<file path="src/hw/modem_regs_params.svh">
// register offsets, field positions and reset values of the modem status and select block
`ifndef MODEM_REGS_PARAMS_SVH
`define MODEM_REGS_PARAMS_SVH

// ----------------------------------------------------------------
// register offsets (3-bit address)
// ----------------------------------------------------------------
`define OFS_STATUS_SELECT 3'h6
`define OFS_SCRATCH 3'h7
`define OFS_DIV_LOW 3'h0
`define OFS_DIV_HIGH 3'h1
`define OFS_TX_SPACE 3'h2
`define OFS_RX_FILL 3'h3
`define OFS_MODEM_CTRL 3'h4

// ----------------------------------------------------------------
// field positions
// ----------------------------------------------------------------
`define SEL_LVL_EN_BIT 0
`define SEL_SET_LSB 1
`define SEL_SET_MSB 2
`define MCR_DTR_BIT 0
`define MCR_RTS_BIT 1
`define MCR_OUT1_BIT 2
`define MCR_OUT2_BIT 3
`define MCR_LOOP_BIT 4

// ----------------------------------------------------------------
// reset values
// ----------------------------------------------------------------
`define RST_BYTE 8'h00
`define RST_MODEM_IN 4'hf
`define RST_DELTA 4'h0

`endif

</file>
<file path="src/hw/modem_regs_pkg.sv">
// types of the modem status and register select block
package modem_regs_pkg;
	typedef enum logic [1:0] {
		set_general = 2'h0,
		set_extra_one = 2'h1,
		set_extra_two = 2'h2,
		set_reserved = 2'h3
	} reg_set_e;
endpackage

</file>
<file path="src/hw/modem_regs.sv">
// modem status register, extra-feature select, scratch, divisor latches and level counters
//
// How it works
// - status read-only; writes there go to select
// - reading status clears the four change bits
// - bit 7 is inverted cd, loopback out2
// - bit 6 is inverted ri, loopback out1
// - bit 5 is inverted dsr, loopback dtr
// - bit 4 is inverted cts, loopback rts
// - bit 3 sets on any cd change
// - bit 2 sets only on ri rising
// - bit 1 sets on any dsr change
// - bit 0 sets on any cts change
// - modem interrupt while any change bit set
// - select bits 2:1 choose visible register set
// - select bit 0 enables level counter reads
// - counters reachable only when set is general
// - scratch byte is plain read/write storage
// - two latches form a 16-bit baud divisor
// - tx count reports free transmit entries
// - rx count reports receive characters held
`include "modem_regs_params.svh"
`timescale 1ns/1ps
`default_nettype none

module modem_regs
	import modem_regs_pkg::*;
#(
	parameter int COUNT_W = 8
) (
	// clock and reset
	input wire logic clock,
	input wire logic rstn,
	// register port
	input wire logic [2:0] addr,
	input wire logic [7:0] wdata,
	input wire logic wr,
	input wire logic rd,
	output logic [7:0] rdata,
	// modem control inputs, active low pins
	input wire logic cts_n,
	input wire logic dsr_n,
	input wire logic ri_n,
	input wire logic cd_n,
	// fifo levels from the datapath
	input wire logic [COUNT_W-1:0] tx_space,
	input wire logic [COUNT_W-1:0] rx_fill,
	// outputs to the rest of the channel
	output logic modem_irq,
	output logic [15:0] baud_divisor,
	output logic [1:0] reg_set,
	output logic [7:0] modem_control_reg
);

	// the read mux widens the counters to one byte, so wider counts cannot be shown
	if (COUNT_W < 1 || COUNT_W > 8) begin : g_bad_count_w
		$error("COUNT_W must be 1 to 8");
	end

	// ----------------------------------------------------------------
	// registers
	// ----------------------------------------------------------------
	logic [7:0] select_ff;
	logic [7:0] scratch_ff;
	logic [7:0] div_low_ff;
	logic [7:0] div_high_ff;
	logic [7:0] mcr_ff;
	logic [7:0] rdata_ff;
	// modem inputs as {cd, ri, dsr, cts}, pin polarity
	logic [3:0] sync1_ff;
	logic [3:0] sync2_ff;
	logic [3:0] prev_ff;
	logic [3:0] delta_ff;

	// ----------------------------------------------------------------
	// decode
	// ----------------------------------------------------------------
	function automatic logic hit(input logic [2:0] a, input logic [2:0] ofs);
		hit = (a == ofs);
	endfunction

	wire logic set_general_sel = (select_ff[`SEL_SET_MSB:`SEL_SET_LSB] == set_general);
	// the set select outranks the counter enable
	wire logic lvl_visible = select_ff[`SEL_LVL_EN_BIT] && set_general_sel;
	wire logic wr_select = wr && hit(addr, `OFS_STATUS_SELECT);
	wire logic wr_scratch = wr && hit(addr, `OFS_SCRATCH);
	wire logic wr_div_low = wr && hit(addr, `OFS_DIV_LOW);
	wire logic wr_div_high = wr && hit(addr, `OFS_DIV_HIGH);
	wire logic wr_mcr = wr && hit(addr, `OFS_MODEM_CTRL);
	wire logic rd_status = rd && hit(addr, `OFS_STATUS_SELECT);

	// ----------------------------------------------------------------
	// modem status
	// ----------------------------------------------------------------
	wire logic loopback = mcr_ff[`MCR_LOOP_BIT];
	wire logic [3:0] live_level;
	assign live_level[3] = loopback ? mcr_ff[`MCR_OUT2_BIT] : ~sync2_ff[3];
	assign live_level[2] = loopback ? mcr_ff[`MCR_OUT1_BIT] : ~sync2_ff[2];
	assign live_level[1] = loopback ? mcr_ff[`MCR_DTR_BIT] : ~sync2_ff[1];
	assign live_level[0] = loopback ? mcr_ff[`MCR_RTS_BIT] : ~sync2_ff[0];

	// changes are taken on the pins themselves so loopback does not fake edges
	wire logic [3:0] change = sync2_ff ^ prev_ff;
	wire logic [3:0] delta_set;
	assign delta_set[3] = change[3];
	assign delta_set[2] = change[2] && sync2_ff[2];
	assign delta_set[1] = change[1];
	assign delta_set[0] = change[0];
	// a fresh change in the read cycle survives the clear
	wire logic [3:0] nxt_delta = delta_set | (rd_status ? `RST_DELTA : delta_ff);

	wire logic [7:0] status_byte = {live_level, delta_ff};

	// ----------------------------------------------------------------
	// read mux
	// ----------------------------------------------------------------
	wire logic [7:0] tx_byte = 8'(tx_space);
	wire logic [7:0] rx_byte = 8'(rx_fill);
	logic [7:0] nxt_rdata;
	always_comb begin
		if (hit(addr, `OFS_STATUS_SELECT)) begin
			nxt_rdata = status_byte;
		end else if (hit(addr, `OFS_SCRATCH)) begin
			nxt_rdata = scratch_ff;
		end else if (hit(addr, `OFS_DIV_LOW)) begin
			nxt_rdata = div_low_ff;
		end else if (hit(addr, `OFS_DIV_HIGH)) begin
			nxt_rdata = div_high_ff;
		end else if (hit(addr, `OFS_TX_SPACE)) begin
			nxt_rdata = lvl_visible ? tx_byte : `RST_BYTE;
		end else if (hit(addr, `OFS_RX_FILL)) begin
			nxt_rdata = lvl_visible ? rx_byte : `RST_BYTE;
		end else if (hit(addr, `OFS_MODEM_CTRL)) begin
			nxt_rdata = mcr_ff;
		end else begin
			nxt_rdata = `RST_BYTE;
		end
	end

	// ----------------------------------------------------------------
	// flops
	// ----------------------------------------------------------------
	always_ff @(posedge clock or negedge rstn) begin
		if (!rstn) begin
			sync1_ff <= `RST_MODEM_IN;
			sync2_ff <= `RST_MODEM_IN;
			prev_ff <= `RST_MODEM_IN;
		end else begin
			sync1_ff <= {cd_n, ri_n, dsr_n, cts_n};
			sync2_ff <= sync1_ff;
			prev_ff <= sync2_ff;
		end
	end

	always_ff @(posedge clock or negedge rstn) begin
		if (!rstn) begin
			delta_ff <= `RST_DELTA;
		end else begin
			delta_ff <= nxt_delta;
		end
	end

	always_ff @(posedge clock or negedge rstn) begin
		if (!rstn) begin
			select_ff <= `RST_BYTE;
			scratch_ff <= `RST_BYTE;
			mcr_ff <= `RST_BYTE;
		end else begin
			if (wr_select) begin
				select_ff <= {5'h00, wdata[`SEL_SET_MSB:0]};
			end
			if (wr_scratch) begin
				scratch_ff <= wdata;
			end
			if (wr_mcr) begin
				mcr_ff <= wdata;
			end
		end
	end

	always_ff @(posedge clock or negedge rstn) begin
		if (!rstn) begin
			div_low_ff <= `RST_BYTE;
			div_high_ff <= `RST_BYTE;
		end else begin
			if (wr_div_low) begin
				div_low_ff <= wdata;
			end
			if (wr_div_high) begin
				div_high_ff <= wdata;
			end
		end
	end

	always_ff @(posedge clock or negedge rstn) begin
		if (!rstn) begin
			rdata_ff <= `RST_BYTE;
		end else if (rd) begin
			rdata_ff <= nxt_rdata;
		end else begin
			rdata_ff <= `RST_BYTE;
		end
	end

	// ----------------------------------------------------------------
	// outputs
	// ----------------------------------------------------------------
	assign rdata = rdata_ff;
	assign modem_irq = |delta_ff;
	assign baud_divisor = {div_high_ff, div_low_ff};
	assign reg_set = select_ff[`SEL_SET_MSB:`SEL_SET_LSB];
	assign modem_control_reg = mcr_ff;

endmodule

`default_nettype wire

</file>
<file path="config.mk">
export PLATFORM = sky130hd
export DESIGN_NAME = modem_regs
export DESIGN_NICKNAME = d
export VERILOG_FILES = /design/src/hw/modem_regs_pkg.sv /design/src/hw/modem_regs.sv
export VERILOG_INCLUDE_DIRS = /design/src /design/src/hw
export SDC_FILE = /design/constraint.sdc
export NUM_CORES = 1
export LEC_CHECK = 0
export ABC_AREA = 1
export BUFFER_PORTS_ARGS = -buffer_cell sky130_fd_sc_hd__buf_2
export CAP_MARGIN = 20
export CELL_PAD_IN_SITES_DETAIL_PLACEMENT = 0
export CELL_PAD_IN_SITES_GLOBAL_PLACEMENT = 1
export CORE_ASPECT_RATIO = 1.5
export CORE_MARGIN = 2
export CORE_UTILIZATION = 40
export CTS_BUF_LIST = sky130_fd_sc_hd__clkbuf_8
export DETAILED_ROUTE_END_ITERATION = 8
export PLACE_DENSITY = 0.9
export SLEW_MARGIN = 20
export SYNTH_ARGS = -nofsm -noshare
export SYNTH_HDL_FRONTEND = slang
export SYNTH_SLANG_ARGS = --single-unit
</file>
<file path="constraint.sdc">
create_clock -name clock -period 1.6 [get_ports clock]
set_clock_uncertainty 0.15 [all_clocks]
set_input_delay 0.08 -clock clock [delete_from_list [all_inputs] [get_ports clock]]
set_output_delay 0.08 -clock clock [all_outputs]
set_load 0.1 [all_outputs]
</file>
# == After elaboration in Yosys (flattened, before gate mapping) ==
# Index checks and enable logic that the tools add are counted.
# W data, S select, Z words.
# word_totals
inputBits,35
output_inout_bits,35
word_cells,48
register_bits,59
# op_classes
n_eq_ne,6
muxes,15
bitwise,6
reduce_logical,11
# op_table
cell,count
$mux W8,10
$eq A3 B3 Y1 const B,3
$logic_and A1 B1 Y1,8
$eq A3 B2 Y1 const B,2
$mux W1,4
$mux W4,1
$not A1 Y1,4
$or A4 B4 Y4,1
$reduce_or A4 Y1,1
$xor A4 B4 Y4,1
$eq A3 B1 Y1 const B,1
$logic_not A3 Y1,1
$logic_not A2 Y1,1

# == Depth between registers and ports, before layout ==
# Gate-level depths: netlist (run 1).
# logic_depth
ltp_word,10
ltp_mapped,10
ltp_nobuf,9

# == Least setup slack after synthesis (run 1) ==
# No wires, ideal clock.
# synth_timing
path_kind,reg2reg
from,reg mcr_ff[4] (netlist: modem_control_reg[4])
to,reg rdata_ff[4] (netlist: rdata[4])
arrival_time_ps,1653
setup_time_ps,63
path_stages_with_launch,10
path_buffers,1
slack_ps,-266
period_less_slack_ps,1866
t_required_ps,1387
cell_sequence,dfrtp_1 -> buf_1 -> nand3_1 -> nand2_1 -> inv_1 -> nand2_1 -> nand2_1 -> nand4_1 -> nand2_1 -> inv_1
# synth_via
elab_chain_cells,8
word_cells_on_any_way,9
cone_classes,mux: 9
# synth_lines
item,line_no,text
start: declaration,modem_regs.sv:67,logic [7:0] mcr_ff;
start signal: assignment,modem_regs.sv:167,mcr_ff <= `RST_BYTE;
start signal: assignment,modem_regs.sv:176,mcr_ff <= wdata;
$mux W8,modem_regs.sv:133,"end else if (hit(addr, `OFS_MODEM_CTRL)) begin"
$mux W8,modem_regs.sv:131,"end else if (hit(addr, `OFS_RX_FILL)) begin"
$mux W8,modem_regs.sv:129,"end else if (hit(addr, `OFS_TX_SPACE)) begin"
$mux W8,modem_regs.sv:127,"end else if (hit(addr, `OFS_DIV_HIGH)) begin"
$mux W8,modem_regs.sv:125,"end else if (hit(addr, `OFS_DIV_LOW)) begin"
$mux W8,modem_regs.sv:123,"end else if (hit(addr, `OFS_SCRATCH)) begin"
$mux W8 *,modem_regs.sv:121,"if (hit(addr, `OFS_STATUS_SELECT)) begin"
$mux W8 *,modem_regs.sv:198,end else if (rd) begin
end signal: assignment,modem_regs.sv:197,rdata_ff <= `RST_BYTE;
end signal: assignment,modem_regs.sv:199,rdata_ff <= nxt_rdata;
end signal: assignment,modem_regs.sv:201,rdata_ff <= `RST_BYTE;
end: declaration,modem_regs.sv:68,logic [7:0] rdata_ff;
# Mark *: on every way between the ends. The rest lies on a longest branch, timed or not.
# A chain may end at the register's enable or synchronous reset.

# == Final worst setup path (run 1) ==
# layout_timing
from,reg delta_ff[1]
to,out modem_irq
# layout_via
elab_chain_cells,1
# layout_lines
item,line_no,text
start: declaration,modem_regs.sv:73,logic [3:0] delta_ff;
start signal: assignment,modem_regs.sv:157,delta_ff <= `RST_DELTA;
start signal: assignment,modem_regs.sv:159,delta_ff <= nxt_delta;
$reduce_or A4 Y1,modem_regs.sv:209,assign modem_irq = |delta_ff;
end: declaration,modem_regs.sv:49,"output logic modem_irq,"
# Every way passes these cells.

==> results.py, run 1 <==
metrics = {
    "cells_and_area": {
        "stdcell_count": 485,
        "nNetsFinal": 437,
        "layout-drive-gt1-share_pct": 32.92,
        "utilization_pct": 52.04,
        "finalInstanceArea_um2": 3517,
        "area_delta_synth_final_pct": 27.83,
        "antenna_cells": 0,
    },
    "placement": {
        "place_ws_ps": 151.7,
        "place.gp.congestion": 0.9301,
        "placed_cells": 454,
        "placed_area_um2": 3171,
        "hpwl_um": 5221,
        "port_buffers": 69,
    },
    "route": {
        "routed_wl_um": 7135,
        "drt_pass1_iterations": 4,
        "vias_per_cell": 4.870,
        "wl_per_cell_um": 14.71,
        "drc": 0,
        "ant_nets": 0,
        "via_count": 2362,
        "drtIter0Drc": 115,
    },
    "sta": {
        "post-route-min-period_ps": 1475,
        "setup_viol": 0,
        "worst_slew_pin_slew_ps": 491.5,
        "period_share_pct": 92.18,
        "fin_ws_ps": 125.2,
        "setup_tns_ps": 0,
        "holdWs_ps": 18.29,
        "rsz0062_at_grt": "false",
        "max_freq_ghz": 0.6781,
        "finalHoldViolations": 0,
        "maxSlewHeadroom_pct": 67.46,
        "final_max_slew_viol_count": 0,
    },
    "setup_path": {
        "crit_buf_inv": 2,
        "ff2ff_path_depth": 10,
        "startpoint_type": "flip-flop",
        "crit_arrival_ps": 1240,
        "worstPathMaxFanout": 3,
        "slowest_delay_ps": 430,
        "required_ps": 1370,
        "worst_path_max_delay_cell": "buf_2",
        "cp-end-kind": "output port",
        "critical_path.top_delay_family": "buffers and inverters",
        "crit_chain": "inv_1 > nand4_1 > buf_2",
        "crit_cells": 3,
        "crit_type": "flip-flop to output port",
    },
    "global_route": {
        "grt_use_total_pct": 20.32,
        "grt_pass1_wl_um": 11760,
        "globalRouteOverflowTotal": 0,
        "grt_max_degree": 60,
        "grt_pass1_vias": 2351,
        "grt_antenna_before_repair": 0,
    },
    "power_and_ir_drop": {
        "fin_total_pwr_mw": 4.944,
        "peakVddDrop_mv": 0.6562,
        "p_leak_nw": 1.846,
        "powerDensity_nw_per_um2": 1406,
    },
    "yosys": {
        "ys_types": 27,
        "syn_area_um2": 2751,
        "syn_area_per_cell_um2": 8.847,
        "ys_warn_count": 0,
        "synth.top_cell.area_share_pct": 42.75,
        "ys.flop_type": "dfrtp_1",
        "yosysSeqAreaShare_pct": 54.21,
        "syn-instance-count": 311,
        "async_reset_ff_share_pct": 100.0,
        "yosys_register_bits": 59,
        "synthTopCellsByArea": "dfrtp_1, nand2_1, dfstp_2",
        "synth_edf_count": 0,
        "synth_top_area_cell": "dfrtp_1",
        "synth_nets": 346,
    },
    "cts": {
        "clock-sinks": 59,
        "clock_path_buffers": 2,
        "root_buffer": "clkbuf_8",
        "clk_latency_ps": 340,
        "post-cts-setup-buffers": 0,
        "cts-buffers-inserted": 9,
        "path_clk_slew_ps": 60,
        "h-tree-depth": 3,
        "cts_tree": "yes",
    },
    "min_path": {
        "whs_path_depth": 7,
        "hold_path.class": "primary input to flip-flop",
    },
    "die": {
        "fp.dieArea_um2": 7571,
        "rows": 37,
        "coreArea_um2": 6759,
        "die_h_um": 105.6,
        "ios": 70,
        "fp.dieW_um": 71.72,
        "initial_core_util_pct": 40.71,
    },
    "outcome": {
        "status": "finished clean",
    },
    "job": {
        "maxCapViolCount": 0,
    },
}
==> per-layer routing <==
metal  part of all wire, %  GRT usage, %  wire length (um)
met1                    42         26.19              3026
met5                     0             0                 0
met2                    51         32.74              3644
met3                   4.3         3.824               308
met4                   2.2         9.299               155
==> cells in the final DEF (no fill, tap or decap), drive strengths merged <==
cell | synthesis | layout
a21oi | 18 | 18
xnor2 | 3 | 3
nand3 | 19 | 19
inv | 34 | 38
dfstp | 12 | 12
bufinv | 0 | 1
o21ai | 38 | 38
o22ai | 1 | 1
buf | 11 | 76
or2 | 1 | 1
nor2 | 8 | 8
dfrtp | 47 | 47
clkbuf | 0 | 11
nand2 | 106 | 106
nor3 | 2 | 2
dlygate4sd3 | 0 | 14
a31oi | 1 | 1
nand4 | 9 | 9
clkinv | 1 | 2
==> repair_timing <==
action,CTS,global route
endpoints found under the hold margin,98,0
gates resized for setup,0,4
hold buffers,14,0
setup endpoints to repair,0,3
==> synthesized netlist by cell type, types with 2 or more instances <==
cell type,n
xnor2_1,3
nand3_1,16
dfstp_2,12
o21ai_1,8
inv_1,31
nor3_4,2
buf_4,4
nand2_1,102
nand2_4,2
inv_2,3
buf_6,6
nand4_1,9
nor2_4,2
o21ai_2,8
o21ai_0,22
a21oi_1,18
dfrtp_1,47
nand2_2,2
nor2_1,5
nand3_2,2
==> path summary, 6_finish.rpt <==
kind                               from           end  slack, ps
min reg2reg                 sync1_ff[2]   sync2_ff[2]        210
min in group asynchronous          rstn  select_ff[0]        170
max                         delta_ff[1]     modem_irq        130
max in group asynchronous          rstn   sync2_ff[1]        830
min                         tx_space[5]      rdata[5]         20
max reg2reg                select_ff[1]      rdata[2]        160
==> cells by family after synthesis <==
group / Yosys count / share of synthesized area (%)
simple gates: 145 / 24.65
buf+inv: 46 / 8.458
xor+xnor: 3 / 0.9552
flops: 59 / 54.21
compound gates: 58 / 11.73
==> tightest hold or removal path, stage by stage <==
cell     delay, ps
buf_2           90
nand2_1         50
nand2_1         50
nand2_1         50
nand4_1         60
nand2_1         40
inv_1           50
==> cell type report <==
class / instances / area (um2)
well taps: 78 / 97.59
fillers: 654 / 3242
multi-input cells: 206 / 1035
flip-flops and latches: 59 / 1504
inverters: 35 / 131.4
repair buffers: 91 / 561.8
clock inverters: 6 / 50.05
clock buffers: 10 / 137.6
==> where the power goes <==
part           total [mW]  internal, mW  switching, mW
Clock                1.28         0.736          0.547
Combinational        1.78         0.330           1.45
Sequential           1.89          1.72          0.165
Total                4.94          2.79           2.16
Power figures use the tool's default switching activity.
==> run 2, diff against run 1 <==
--- a/config.mk
+++ b/config.mk
@@ -12,11 +12,10 @@
 export CELL_PAD_IN_SITES_DETAIL_PLACEMENT = 0
 export CELL_PAD_IN_SITES_GLOBAL_PLACEMENT = 1
 export CORE_ASPECT_RATIO = 1.5
-export CORE_MARGIN = 2
-export CORE_UTILIZATION = 40
+export CORE_UTILIZATION = 35
 export CTS_BUF_LIST = sky130_fd_sc_hd__clkbuf_8
 export DETAILED_ROUTE_END_ITERATION = 8
-export PLACE_DENSITY = 0.9
+export PLACE_DENSITY = 0.81
 export SLEW_MARGIN = 20
 export SYNTH_ARGS = -nofsm -noshare
 export SYNTH_HDL_FRONTEND = slang
==> results.py, run 2 (same netlist as run 1, synthesis figures left out) <==
metrics = {
    "cells_and_area": {
        "nNetsFinal": 434,
        "layout_common_cells": "nand2_1, buf_2, dfrtp_1, inv_1, o21ai_0",
        "seqCellArea_um2": 1504,
        "area_delta_synth_final_pct": 27.01,
        "finalInstanceArea_um2": 3495,
        "layout-drive-gt1-share_pct": 32.18,
        "antenna_cells": 0,
        "n_fill_cell": 778,
        "final_common_cell": "nand2_1",
        "multiInputGateArea_um2": 1027,
    },
    "sta": {
        "setup_viol": 0,
        "worst_slew_pin_slew_ps": 497.3,
        "fin_ws_ps": 126.4,
        "post-route-min-period_ps": 1474,
        "max_freq_ghz": 0.6786,
        "setup_tns_ps": 0,
        "period_share_pct": 92.10,
        "rsz0062_at_grt": "false",
        "holdWs_ps": 16.36,
        "finalHoldViolations": 0,
        "maxSlewHeadroom_pct": 67.07,
        "final_max_slew_viol_count": 0,
    },
    "cts": {
        "clock_path_buffers": 2,
        "cts-buffers-inserted": 9,
        "clock-sinks": 59,
        "clk_latency_ps": 340,
        "cts_tree": "yes",
        "h-tree-depth": 3,
        "root_buffer": "clkbuf_8",
        "path_clk_slew_ps": 70,
    },
    "placement": {
        "place.gp.congestion": 0.7759,
        "placed_area_um2": 3186,
        "place_ws_ps": -0.7998,
        "port_buffers": 69,
        "hpwl_um": 5216,
    },
    "route": {
        "drc": 0,
        "wl_per_cell_um": 13.74,
        "drt_pass1_iterations": 4,
        "drtIter0Drc": 151,
        "via_count": 2365,
        "ant_nets": 0,
        "routed_wl_um": 6954,
        "vias_per_cell": 4.674,
    },
    "global_route": {
        "grt_pass1_vias": 2348,
        "globalRouteOverflowTotal": 0,
        "grt_max_degree": 60,
        "grt_antenna_before_repair": 0,
        "grt_pass1_wl_um": 11610,
        "grt_use_total_pct": 18.97,
    },
    "min_path": {
        "min_from": "wr",
        "hold_path_end": "select_ff[2]",
        "hold_path.class": "primary input to flip-flop",
        "whs_path_depth": 3,
    },
    "die": {
        "rows": 39,
        "die_h_um": 110.6,
        "coreArea_um2": 7612,
        "initial_core_util_pct": 36.14,
        "ios": 70,
        "fp.dieArea_um2": 8227,
        "fp.dieW_um": 74.39,
    },
    "setup_path": {
        "crit_arrival_ps": 1240,
        "cp-end-kind": "output port",
        "worstReg2RegEnd": "rdata[6]",
        "reg2reg_slack_ps": 150,
        "crit_type": "flip-flop to output port",
        "reg2reg_from": "select_ff[1]",
        "worstPathMaxFanout": 3,
        "ff2ff_path_depth": 10,
        "required_ps": 1370,
        "startpoint_type": "flip-flop",
    },
    "power_and_ir_drop": {
        "peakVddDrop_mv": 0.8163,
        "powerDensity_nw_per_um2": 1360,
        "fin_total_pwr_mw": 4.753,
        "p_leak_nw": 1.817,
    },
    "outcome": {
        "status": "finished clean",
    },
    "job": {
        "maxCapViolCount": 0,
    },
}
[run 2: layout make-up]
cell class	count	share of cell area, %
Multi-Input combinational cell	206	29.40
Sequential cell	59	43.04
Tap cell	102	3.652
Clock buffer	10	3.938
Clock inverter	6	0.7877
Timing Repair Buffer	88	15.43
Inverter	35	3.759
[run 2: timing repair]
| action | CTS | global route |
|---|---|---|
| resized for setup | 0 | 1 |
| setup endpoints to repair | 0 | 2 |
| hold buffers | 14 | 0 |
| hold endpoints to repair | 99 | 0 |
| buffers inserted | 0 | 0 |
[run 2: metal layers]
metal,vias up,GRT usage [%],routed length (um)
met1,1111,23.74,2892
met4,0,8.176,168
met3,12,5.018,358
li1,1174,-,-
met2,68,30.15,3535
met5,-,0,0
[run 2: power breakdown]
group	switching [mW]	leakage [nW]	total [mW]	internal, mW
sequential	0.155	0.700	1.88	1.72
combinational	1.44	1.02	1.76	0.320
clock	0.543	0.0973	1.12	0.577
[run 2: worst max path at each step]
stage                                     from         to  slack, ps  depth (start not counted)
after floorplan           modem_control_reg[4]   rdata[6]          1                          5
after global placement                 addr[2]   rdata[6]         -7                          9
after detailed placement               addr[2]   rdata[6]       -0.8                          9
after CTS                          delta_ff[2]  modem_irq        100                          3
after global routing              select_ff[1]   rdata[6]         10                         10
final                              delta_ff[2]  modem_irq        130                          3
[run 2: metrics by stage]
step / instances / util, %
floorplan: 311 / -
global placement: 476 / 41.85
detailed placement: 476 / 41.85
CTS: 506 / 45.86
global route: 506 / 45.91
finish: 506 / 45.91
[run 2: worst max-delay path: stages (launching register included)]
cell and delay, ps:
dfrtp_1 320, inv_1 70, nand4_1 90, buf_2 430
==> run 3, diff against run 2 <==
--- a/config.mk
+++ b/config.mk
@@ -16,6 +16,7 @@
 export CTS_BUF_LIST = sky130_fd_sc_hd__clkbuf_8
 export DETAILED_ROUTE_END_ITERATION = 8
 export PLACE_DENSITY = 0.81
+export REMOVE_ABC_BUFFERS = 1
 export SLEW_MARGIN = 20
 export SYNTH_ARGS = -nofsm -noshare
 export SYNTH_HDL_FRONTEND = slang
==> results.py, run 3 (same netlist as run 1, synthesis figures left out) <==
metrics = {
    "outcome": {
        "status": "finished clean",
    },
    "cells_and_area": {
        "utilization_pct": 47.14,
        "multiInputGateArea_um2": 1030,
        "antenna_cells": 0,
        "n_fill_cell": 802,
        "nNetsFinal": 442,
        "layout_common_cells": "nand2_1, buf_2, dfrtp_1, inv_1, o21ai_0",
        "area_delta_synth_final_pct": 30.42,
        "final_common_cell": "nand2_1",
        "stdcell_count": 514,
        "layout-drive-gt1-share_pct": 31.55,
        "finalInstanceArea_um2": 3588,
        "seqCellArea_um2": 1491,
    },
    "power_and_ir_drop": {
        "p_leak_nw": 1.882,
        "peakVddDrop_mv": 0.8309,
        "powerDensity_nw_per_um2": 1384,
    },
    "setup_path": {
        "cp-end-kind": "output port",
        "crit_chain": "buf_2",
        "slowest_delay_ps": 470,
        "worst_path_max_delay_cell": "buf_2",
        "critical_path.top_delay_family": "buffers and inverters",
        "crit_type": "flip-flop to output port",
        "crit_arrival_ps": 1250,
        "startpoint": "modem_control_reg[1]",
        "crit_buf_inv": 1,
        "reg2reg_from": "select_ff[1]",
        "required_ps": 1370,
        "worstPathMaxFanout": 4,
        "startpoint_type": "flip-flop",
    },
    "sta": {
        "max_freq_ghz": 0.6746,
        "setup_viol": 0,
        "holdWs_ps": 8.678,
        "final_max_slew_viol_count": 0,
        "period_share_pct": 92.64,
        "fin_ws_ps": 117.7,
        "finalHoldViolations": 0,
        "post-route-min-period_ps": 1482,
        "maxSlewHeadroom_pct": 67.44,
        "rsz0062_at_grt": "false",
        "worst_slew_pin_slew_ps": 491.7,
    },
    "placement": {
        "place.gp.congestion": 0.8286,
        "placed_area_um2": 3226,
        "place_ws_ps": 209.4,
        "hpwl_um": 5202,
        "port_buffers": 69,
        "placed_cells": 481,
    },
    "cts": {
        "path_clk_slew_ps": 70,
        "clk_latency_ps": 340,
        "post-cts-setup-buffers": 0,
        "cts_tree": "yes",
        "h-tree-depth": 3,
        "clock_path_buffers": 2,
        "cts-buffers-inserted": 9,
        "clock-sinks": 59,
        "root_buffer": "clkbuf_8",
    },
    "die": {
        "die_h_um": 110.6,
        "fp.dieArea_um2": 8227,
        "initial_core_util_pct": 36.14,
        "coreArea_um2": 7612,
        "fp.dieW_um": 74.39,
        "rows": 39,
        "ios": 70,
    },
    "route": {
        "wl_per_cell_um": 14.36,
        "ant_nets": 0,
        "drtIter0Drc": 154,
        "drc": 0,
        "routed_wl_um": 7383,
        "via_count": 2383,
        "vias_per_cell": 4.636,
        "drt_pass1_iterations": 5,
    },
    "global_route": {
        "globalRouteOverflowTotal": 0,
        "grt_antenna_before_repair": 0,
        "grt_pass1_wl_um": 11920,
        "grt_max_degree": 33,
        "grt_use_total_pct": 19.96,
        "grt_pass1_vias": 2401,
    },
    "job": {
        "maxCapViolCount": 0,
    },
    "min_path": {
        "hold_path.class": "primary input to flip-flop",
        "min_from": "rx_fill[6]",
    },
}
-- run 3: repair_timing --
action | 4_1_cts | 5_1_grt
gates resized for setup | 0 | 3
setup endpoints to repair | 0 | 1
hold buffers | 16 | 0
endpoints found under the hold margin | 96 | 0
-- run 3: layout make-up --
cell class	count	share of cell area [%]
flip-flops and latches	59	41.56
multi-input cells	206	28.70
repair buffers	96	17.26
clock buffers	10	3.835
inverters	35	3.661
well taps	102	3.556
clock inverters	6	1.430
-- run 3: power breakdown --
group	switching (mW)	internal, mW
clock network	0.562	0.739
logic	1.44	0.350
registers	0.161	1.71
-- run 3: metal layers --
layer  vias up  track usage, %  routed length (um)
met3        20           4.653                 299
met1      1102           25.36                3176
met2        68           30.81                3668
li1       1193               -                   -
met5         -               0                   0
met4         0           10.57                 239
-- run 3: worst min-delay path, delay by kind of cell --
kind                   cells  cell delay (ps)
and+or+nand+nor            5              260
buffers and inverters      2              110
-- run 3: path summary, 6_finish.rpt --
path / end / slack (ps) / cells after the start
worst min register to register: sync2_ff[3] / 210 / 0
worst max register to register: rdata[3] / 190 / 10
worst min-delay path: rdata[6] / 9 / 7
max in group asynchronous: sync2_ff[2] / 690 / 3
min in group asynchronous: modem_control_reg[4] / 30 / 2
worst max-delay path: modem_control_reg[1] / 120 / 1
-- run 3: through the flow --
stage | setup TNS [ps] | power, mW
after floorplan | -3515 | 3.225
after global placement | 0 | 3.633
after detailed placement | 0 | 3.650
after CTS | 0 | 4.990
after global routing | 0 | 5.188
final | 0 | 4.965
